$ cat config.mk
export PLATFORM = sky130hd
export DESIGN_NAME = instr_fetch_operand_decode
export DESIGN_NICKNAME = d
export VERILOG_FILES = /design/src/logic/fetch_decode_pkg.sv /design/src/logic/instr_fetch_operand_decode.sv
export SDC_FILE = /design/constraint.sdc
export NUM_CORES = 1
export LEC_CHECK = 0
export ABC_AREA = 1
export BUFFER_PORTS_ARGS = -buffer_cell sky130_fd_sc_hd__buf_4
export CORE_ASPECT_RATIO = 1.2
export CORE_MARGIN = 2
export CORE_UTILIZATION = 35
export CTS_BUF_LIST = sky130_fd_sc_hd__clkbuf_4 sky130_fd_sc_hd__clkbuf_8
export CTS_CLUSTER_SIZE = 8
export DETAILED_ROUTE_END_ITERATION = 7
export GPL_ROUTABILITY_DRIVEN = 1
export HOLD_SLACK_MARGIN = 0.08
export SYNTH_ARGS = -nofsm -noshare
export SYNTH_HDL_FRONTEND = slang
export SYNTH_SLANG_ARGS = --single-unit
export TNS_END_PERCENT = 100
$ cat constraint.sdc
create_clock -name clk -period 2.65 [get_ports clk]
set_input_delay 0.53 -clock clk [delete_from_list [all_inputs] [get_ports clk]]
set_output_delay 0.53 -clock clk [all_outputs]
set_load 0.005 [all_outputs]
$ cat src/logic/fetch_decode_pkg.sv
// Shared constants and carrier types of the fetch and operand decode block
package fetch_decode_pkg;
    localparam int PC_W            = 21;
    localparam int DADDR_W         = 12;
    localparam int WORD_W          = 16;
    localparam logic [PC_W-1:0] PC_RESET = 21'h000000;
    localparam logic [PC_W-1:0] PC_STEP  = 21'h000002;
    localparam logic [3:0] SECOND_WORD_TAG = 4'hf;
    localparam logic [5:0] ADD_OP_PAT      = 6'h09;
    localparam logic [7:0] FORCED_LIMIT    = 8'h60;
    localparam logic [3:0] FORCED_BANK     = 4'hf;
    localparam logic [7:0] CALL_OP   = 8'hec;  // Upper byte, low bit is fast flag
    localparam logic [7:0] GOTO_OP   = 8'hef;
    localparam logic [3:0] MOVE_PAIR_OP = 4'hc;
    localparam logic [7:0] PTR_LOAD_OP  = 8'hee;
    localparam logic [3:0] BRA_OP    = 4'hd;   // 1101 0nnn: bra, 1101 1nnn: rcall

    typedef enum logic [3:0] {
        ST_FIRST  = 4'b0001,
        ST_SECOND = 4'b0010,
        ST_HOLD   = 4'b0100,
        ST_IDLE   = 4'b1000
    } fetch_state_t;

    typedef struct packed {
        logic               valid;
        logic [DADDR_W-1:0] addr;
        logic               dest;
        logic [1:0]         mode;  // 0 forced, 1 indexed, 2 banked, 3 access
    } operand_t;

    typedef struct packed {
        logic        valid;
        logic        isNop;
        logic        twoWord;
        logic [WORD_W-1:0] first;
        logic [WORD_W-1:0] second;
    } instr_t;
endpackage

$ cat src/logic/instr_fetch_operand_decode.sv
// Fetch alignment, branch target and byte operand address decode
// What this block does
// RULE1 - Instruction words sit at even byte addresses
// RULE2 - Counter steps by two, bit zero zero
// RULE3 - Absolute targets load counter bits 20:1
// RULE4 - Relative offsets count single words
// RULE5 - Recognise four two-word instructions
// RULE6 - Lone 1111 word executes as no-operation
// RULE7 - Sequenced second word feeds its first
// RULE8 - Decode add pattern 0010 01da ffff ffff
// RULE9 - Extended, a=0, f>=60h: forced bank 15
// RULE10 - Forced mode never reaches below 060h
// RULE11 - a=0, f<=5Fh: field plus pointer two; with extended clear the code uses the access bank (bank 0)
// RULE12 - a=1: bank select register chooses bank
// RULE13 - Indexed offset only with extended set
`timescale 1ns/1ps
module instr_fetch_operand_decode (
    input  wire logic                              clk,
    input  wire logic                              arst_n,
    input  wire logic                              extendedEnable,
    input  wire logic                              skipNext,
    input  wire logic [fetch_decode_pkg::WORD_W-1:0] fetchWord,
    input  wire logic                              fetchValid,
    input  wire logic [fetch_decode_pkg::DADDR_W-1:0] indirect_pointer_two,
    input  wire logic [3:0]                        bank_select_register,
    output logic [fetch_decode_pkg::PC_W-1:0]      program_counter,
    output fetch_decode_pkg::instr_t               instrOut,
    output fetch_decode_pkg::operand_t             operandOut
);
    import fetch_decode_pkg::*;

    fetch_state_t      state_r;
    logic [PC_W-1:0]   pc_r;
    logic [PC_W-1:0]   pc_nxt;
    logic [WORD_W-1:0] firstWord_r;
    logic              skipPending_r;
    instr_t            instr_r;
    operand_t          operand_r;
    logic              isTwoWordFirst;
    logic              isTail;
    logic              executeNow;
    logic              headIsJump;
    logic              wordIsBranch;
    logic              issuePair;
    logic              issueSingle;
    logic              issueNop;
    logic [PC_W-1:0]   jumpTarget;
    logic [PC_W-1:0]   branchTarget;
    operand_t          operand_nxt;

    // ------------------------------------------------------------
    // Decode helpers
    // ------------------------------------------------------------

    // Call head, either value of the fast flag
    function automatic logic isCallHead(input logic [WORD_W-1:0] w);
        isCallHead = (w[15:9] == CALL_OP[7:1]);                             // RULE5
    endfunction

    // Goto head
    function automatic logic isGotoHead(input logic [WORD_W-1:0] w);
        isGotoHead = (w[15:8] == GOTO_OP);                                  // RULE5
    endfunction

    // File-to-file move head
    function automatic logic isMoveHead(input logic [WORD_W-1:0] w);
        isMoveHead = (w[15:12] == MOVE_PAIR_OP);                            // RULE5
    endfunction

    // Pointer literal load head
    function automatic logic isLoadHead(input logic [WORD_W-1:0] w);
        isLoadHead = (w[15:8] == PTR_LOAD_OP);                              // RULE5
    endfunction

    // Heads whose pair loads an absolute target
    function automatic logic isJumpHead(input logic [WORD_W-1:0] w);
        isJumpHead = isCallHead(w) || isGotoHead(w);                        // RULE3
    endfunction

    // First word of a two-word instruction
    function automatic logic twoWordHead(input logic [WORD_W-1:0] w);
        twoWordHead = isJumpHead(w) || isMoveHead(w) || isLoadHead(w);      // RULE5
    endfunction

    // Tail tag, also the lone no-operation form
    function automatic logic isTailWord(input logic [WORD_W-1:0] w);
        isTailWord = (w[15:12] == SECOND_WORD_TAG);                         // RULE5 RULE6
    endfunction

    // Relative branch, with or without return
    function automatic logic isBranchWord(input logic [WORD_W-1:0] w);
        isBranchWord = (w[15:12] == BRA_OP);                                // RULE4
    endfunction

    // Sign-extended relative offset in bytes from a word count
    function automatic logic [PC_W-1:0] relBytes(input logic [10:0] n);
        relBytes = {{(PC_W-12){n[10]}}, n, 1'b0};                         // RULE4
    endfunction

    // Absolute byte target from the head and tail literals
    function automatic logic [PC_W-1:0] jumpBytes(input logic [WORD_W-1:0] head, input logic [WORD_W-1:0] tail);
        jumpBytes = {tail[11:0], head[7:0], 1'b0};                          // RULE3
    endfunction

    // Add-to-register pattern
    function automatic logic isAddWord(input logic [WORD_W-1:0] w);
        isAddWord = (w[15:10] == ADD_OP_PAT);                               // RULE8
    endfunction

    // Register field in the forced bank window
    function automatic logic isForcedField(input logic [7:0] f);
        isForcedField = (f >= FORCED_LIMIT);                                // RULE9 RULE10
    endfunction

    // Forced bank address, never below the window
    function automatic logic [DADDR_W-1:0] forcedAddr(input logic [7:0] f);
        forcedAddr = {FORCED_BANK, f};                                      // RULE9 RULE10
    endfunction

    // Field added to pointer two, wraps in data space
    function automatic logic [DADDR_W-1:0] indexedAddr(input logic [DADDR_W-1:0] ptr, input logic [7:0] f);
        indexedAddr = DADDR_W'(ptr + {4'h0, f});                            // RULE11
    endfunction

    // Field inside the bank chosen by the bank select register
    function automatic logic [DADDR_W-1:0] bankedAddr(input logic [3:0] bank, input logic [7:0] f);
        bankedAddr = {bank, f};                                             // RULE12
    endfunction

    // Conventional access bank: low part in bank 0, high part in bank 15
    function automatic logic [DADDR_W-1:0] accessAddr(input logic [7:0] f);
        accessAddr = isForcedField(f) ? forcedAddr(f) : {4'h0, f};          // RULE13
    endfunction

    // Byte operand address for the add-to-register pattern
    function automatic operand_t opAddr(input logic [WORD_W-1:0] w, input logic ext,
                                        input logic [DADDR_W-1:0] ptr, input logic [3:0] bank);
        operand_t o;
        o = '0;
        o.valid = isAddWord(w);                                             // RULE8
        o.dest  = w[9];
        if (w[8]) begin
            o.addr = bankedAddr(bank, w[7:0]);                              // RULE12
            o.mode = 2'd2;
        end else if (ext && isForcedField(w[7:0])) begin
            o.addr = forcedAddr(w[7:0]);                                    // RULE9 RULE10
            o.mode = 2'd0;
        end else if (ext) begin
            o.addr = indexedAddr(ptr, w[7:0]);                              // RULE11 RULE13
            o.mode = 2'd1;
        end else begin
            o.addr = accessAddr(w[7:0]);                                    // RULE13
            o.mode = 2'd3;
        end
        return o;
    endfunction

    // ------------------------------------------------------------
    // Combinational fetch decisions
    // ------------------------------------------------------------

    // A tail word executes alone when not preceded by its head
    assign isTail         = isTailWord(fetchWord);
    assign isTwoWordFirst = twoWordHead(fetchWord);
    assign executeNow     = fetchValid && !skipPending_r;

    // Absolute and relative targets for the counter
    assign headIsJump     = isJumpHead(firstWord_r);
    assign wordIsBranch   = isBranchWord(fetchWord);
    assign jumpTarget     = jumpBytes(firstWord_r, fetchWord);                  // RULE3
    assign branchTarget   = PC_W'(pc_r + PC_STEP + relBytes(fetchWord[10:0]));  // RULE4

    // Issue decisions: a pair completes or one word stands alone
    assign issuePair      = fetchValid && state_r == ST_SECOND;                 // RULE7
    assign issueSingle    = fetchValid && state_r == ST_FIRST && !(isTwoWordFirst && !skipPending_r);
    assign issueNop       = skipPending_r || isTail;                            // RULE6

    // Next counter value, always even
    always_comb begin
        pc_nxt = pc_r;
        if (fetchValid) begin
            pc_nxt = PC_W'(pc_r + PC_STEP);                                 // RULE2
            if (state_r == ST_SECOND && !skipPending_r) begin
                if (headIsJump) begin
                    pc_nxt = jumpTarget;                                    // RULE3
                end
            end else if (state_r == ST_FIRST && executeNow && wordIsBranch) begin
                pc_nxt = branchTarget;                                      // RULE4
            end
        end
        pc_nxt[0] = 1'b0;                                                   // RULE1 RULE2
    end

    // ------------------------------------------------------------
    // Sequencing
    // ------------------------------------------------------------

    // Fetch state: first word or awaited second word
    always_ff @(posedge clk or negedge arst_n) begin
        if (!arst_n) begin
            state_r <= ST_IDLE;
        end else begin
            case (state_r)
                ST_IDLE:   state_r <= ST_FIRST;
                ST_FIRST: begin
                    if (fetchValid && isTwoWordFirst && !isTail && !skipPending_r) begin // RULE6
                        state_r <= ST_SECOND;                               // RULE7
                    end
                end
                ST_SECOND: begin
                    if (fetchValid) begin
                        state_r <= ST_FIRST;
                    end
                end
                ST_HOLD:   state_r <= ST_FIRST;
                default:   state_r <= ST_FIRST;
            endcase
        end
    end

    // Program counter
    always_ff @(posedge clk or negedge arst_n) begin
        if (!arst_n) begin
            pc_r <= PC_RESET;
        end else begin
            pc_r <= pc_nxt;
        end
    end

    // Skip request covers the next fetched word only; one arriving with the fetch of an unskipped pair head is dropped
    always_ff @(posedge clk or negedge arst_n) begin
        if (!arst_n) begin
            skipPending_r <= 1'b0;
        end else if (fetchValid) begin
            skipPending_r <= skipNext && !(state_r == ST_FIRST && isTwoWordFirst && !skipPending_r);
        end else if (skipNext) begin
            skipPending_r <= 1'b1;
        end
    end

    // Hold the head word while the tail arrives
    always_ff @(posedge clk or negedge arst_n) begin
        if (!arst_n) begin
            firstWord_r <= '0;
        end else if (fetchValid && state_r == ST_FIRST) begin
            firstWord_r <= fetchWord;
        end
    end

    // ------------------------------------------------------------
    // Issue
    // ------------------------------------------------------------

    // Issued instruction
    always_ff @(posedge clk or negedge arst_n) begin
        if (!arst_n) begin
            instr_r <= '0;
        end else begin
            instr_r <= '0;
            if (issuePair) begin
                instr_r.valid   <= 1'b1;
                instr_r.twoWord <= 1'b1;
                instr_r.isNop   <= skipPending_r;
                instr_r.first   <= firstWord_r;
                instr_r.second  <= fetchWord;                               // RULE7
            end else if (issueSingle) begin
                instr_r.valid <= 1'b1;
                instr_r.isNop <= issueNop;                                  // RULE6
                instr_r.first <= fetchWord;
            end
        end
    end

    // ------------------------------------------------------------
    // Operand decode
    // ------------------------------------------------------------

    // Operand of a single add word, valid low otherwise
    always_comb begin
        operand_nxt = '0;
        if (executeNow && state_r == ST_FIRST && !isTail) begin
            operand_nxt = opAddr(fetchWord, extendedEnable, indirect_pointer_two,
                                 bank_select_register);
        end
    end

    // Operand register, one-cycle valid pulse
    always_ff @(posedge clk or negedge arst_n) begin
        if (!arst_n) begin
            operand_r <= '0;
        end else begin
            operand_r <= operand_nxt;
        end
    end

    // ------------------------------------------------------------
    // Outputs
    // ------------------------------------------------------------

    // Outputs straight from their registers
    assign program_counter = pc_r;
    assign instrOut        = instr_r;
    assign operandOut      = operand_r;
endmodule

==> key figures <==
Synthesis
  – FF+latch count, synth: 91
  – Mean Syn Cell Area: 7.39 um2
  – Ranking of synthesized cells by area: dfrtp_1 (37%), nand2_1 (9.2%), a21oi_1 (6.6%), ha_1 (6.6%), nor2_1 (6.4%)
  – Synth Cell Area: 6060 um2
  – Most frequent cell after synthesis: nand2_1
  – Yosys top cell by area: dfrtp_1
  – Number of synthesized flops with an enable pin: 0
  – Netlist cell types: 44
  – Post-synth top cells: nand2_1 (149), nor2_1 (103), inv_1 (101)
  – Yosys warns: 0
  – Main flop type after synthesis: dfrtp_1
  – Register area share after synthesis: 37.6%
  – Ys async rst share: 100%
  – Top cell type's share of synthesized area: 37.1%
  – Mapped Cells: 820

Clock network
  – CTS Buffer Depth: 2
  – CTS tree: done
  – Clock Latency Late Sink: 0.40 ns
  – CTS H-tree lvls: 3
  – CTS Buf Count: 9
  – Root Driver: clkbuf_8
  – CTS sink cnt: 91
  – CTS Hold Buffers Added: 0
  – Clock slew seen by the registers of the worst setup and hold paths: 0.11 ns

Critical path
  – Worst Setup End Kind: flip-flop
  – Reg2reg start: program_counter[1]
  – Setup crit start kind: flip-flop
  – Crit path launch: program_counter[1]
  – Crit path DAT: 3.01 ns
  – CP max FO: 4
  – RR Endpoint: program_counter[20]
  – Crit-path slowest cell: dfrtp_1
  – CP endpoint: program_counter[20]
  – Crit Path Class: reg -> reg
  – R2r setup slk: -0.04 ns
  – Depth of the worst register-to-register path: 20
  – Required time worst endpoint: 2.97 ns
  – Crit path cell chain: ha_2 -> nand2_2 -> inv_2 -> nand2_4 -> nor2_4 -> inv_2 -> nor2_1 -> nand2_1 -> nand2_2 -> inv_2 -> ha_4 -> nand2_4 -> nor3_4 -> and2_1 -> nand3_1 -> nand3_1 -> nand2_1 -> nand3_2 -> nand2_2 -> a21oi_2
  – Max stage delay on crit path: 0.43 ns

Power and ir drop
  – Power Dens Cells: 952 nW/um2
  – Leak: 4.37 nW
  – Sw frac: 44.3%
  – NetSw: 3.67 mW
  – Total power: 8.29 mW
  – Sequential power share: 21.3%
  – Peak VDD IR: 0.339 mV
  – Comb power frac: 65.7%
  – Internal: 4.62 mW
  – Clk pwr share: 13.0%

Final layout
  – Final net count: 1106
  – Ratio of cells with drive above 1 in the final layout: 36.5%
  – Fillcell total: 1633
  – Multi-input logic area: 3800 um2
  – N_diodes: 0
  – Final Util: 51.5%
  – Register Area: 2280 um2
  – Area grow syn2layout: 43.6%

Global routing
  – Initial antenna violation count: 0
  – GRT Total Usage: 22.6%
  – Vias in the first global route: 6069
  – Largest net degree at the start of global routing: 52
  – Gr ovfl total: 0
  – First-pass GRT wire length: 31600 um

Timing
  – Fin crit share: 101%
  – RSZ-0062 raised after global routing: true
  – Hold Worst Slack: 0.116 ns
  – Final hold vios: 0
  – Setup TNS: -0.0365 ns
  – Worst-Margin Slew: 0.583 ns
  – Slew Viols, Final: 0
  – Slack of the critical path: -0.0365 ns
  – Max_slew headroom: 61.1%
  – Fmax: 372 MHz
  – Final setup violation count: 1
  – Final Skew: 0.0118 ns
  – Min cycle time layout: 2.69 ns

Place
  – Dpl ws: -0.203 ns
  – DP HPWL: 15400 um
  – Gp weighted congestion: 0.939
  – Port bufs: 107

Detailed routing
  – Drt via density: 5.06
  – Final wirelength: 20700 um
  – # DRC: 0
  – Routed vias: 6353
  – DR iter-0 viols: 330
  – Pre-antenna DRT Iters: 5
  – WL/cell: 16.5 um
  – Post-DRT Antenna Nets: 0

Run status
  – Status: complete, but fails checks
  – Failing checks: negative setup slack

Floorplanning
  – Horiz. Die Dim: 124 um
  – Placeable Area: 16900 um2
  – Area of the die: 18400 um2
  – Num ports: 109
  – Die span in y: 148 um
  – Initial core utilization: 35.8%
  – Row count: 52

Flow run
  – Max cap viols: 0

Worst hold path
  – HP Class: in -> async
how the worst min path moves through the flow:
stage	start	end	slack, ns	cells past startpoint
floorplan	arst_n	firstWord_r[0]	0.23	0
global placement	firstWord_r[11]	firstWord_r[11]	0.55	2
detailed placement	firstWord_r[11]	firstWord_r[11]	0.55	2
CTS	arst_n	instrOut[34]	0.13	1
global route	arst_n	instrOut[34]	0.16	1
finish	arst_n	instrOut[13]	0.12	1
per-layer routing:
| metal | up-vias | routed length (um) | part of all wire [%] | track usage, % |
|---|---|---|---|---|
| met5 | - | 0 | 0 | 0 |
| met4 | 0 | 774 | 3.7 | 9.55 |
| met3 | 45 | 1180 | 5.7 | 4.56 |
| met2 | 192 | 10000 | 48 | 37.3 |
| met1 | 2983 | 8720 | 42 | 28.6 |
| li1 | 3133 | - | - | - |
layout make-up:
class | count | share of cell area, %
multi-input cells | 599 | 43.7
flip-flops and latches | 91 | 26.2
repair buffers | 225 | 19.5
inverters | 109 | 4.73
well taps | 216 | 3.10
clock buffers | 9 | 1.42
clock inverters | 7 | 1.29
critical path, delay by kind of cell, from the launching register on:
kind / cells / cell delay, ns
buf+inv: 3 / 0.18
simple gates: 14 / 1.38
fa+ha+maj: 2 / 0.51
compound gates: 1 / 0.10
flops: 1 / 0.43
power groups by stage:
stage,Clock [mW],Sequential (mW),Combinational [mW]
CTS,1.10,1.76,4.82
finish,1.08,1.76,5.45
global route,1.14,1.78,5.97
global placement,0,1.78,4.44
floorplan,0,1.78,2.33
detailed placement,0,1.78,4.46
cells in the final DEF (no fill, tap or decap), types with 17 or more instances in the layout:
master	Yosys	routed
buf_4	3	224
dfrtp_1	90	88
nand2_2	12	31
nand2_1	149	125
o21ai_0	56	50
nand3_1	39	32
a21oi_2	4	17
nor2_1	103	86
inv_1	101	95
a21oi_1	80	65
ha_1	32	19
registers in the layout (all words and copies together) (netlist names):
register         count
instrOut            35
program_counter     20
firstWord_r         16
operandOut          16
state_r              3
skipPending_r        1
cell families after synthesis:
group                      share of synthesized area (%)
and+or+nand+nor                                     24.6
AOI/OAI and AO/OA                                   18.7
buffers and inverters                               8.46
DFF                                                 37.6
adders and majority gates                           7.26
xor gates and xnor gates                            3.30
other                                             0.0618
timing repair:
item                                    CTS  global route
endpoints found under the hold margin     0             0
endpoints found under the setup margin   11            14
gates cloned                              0             0
gates resized for setup                  37            91
pin swaps                                18            41
buffers inserted                         10             5
metrics by stage:
stage | instance area [um2] | std cells
final | 8710 | 1256
after global routing | 8710 | 1256
after CTS | 8320 | 1251
after detailed placement | 7830 | 1225
after global placement | 7830 | 1225
after floorplan | 6070 | 821
Power figures use the tool's default switching activity.
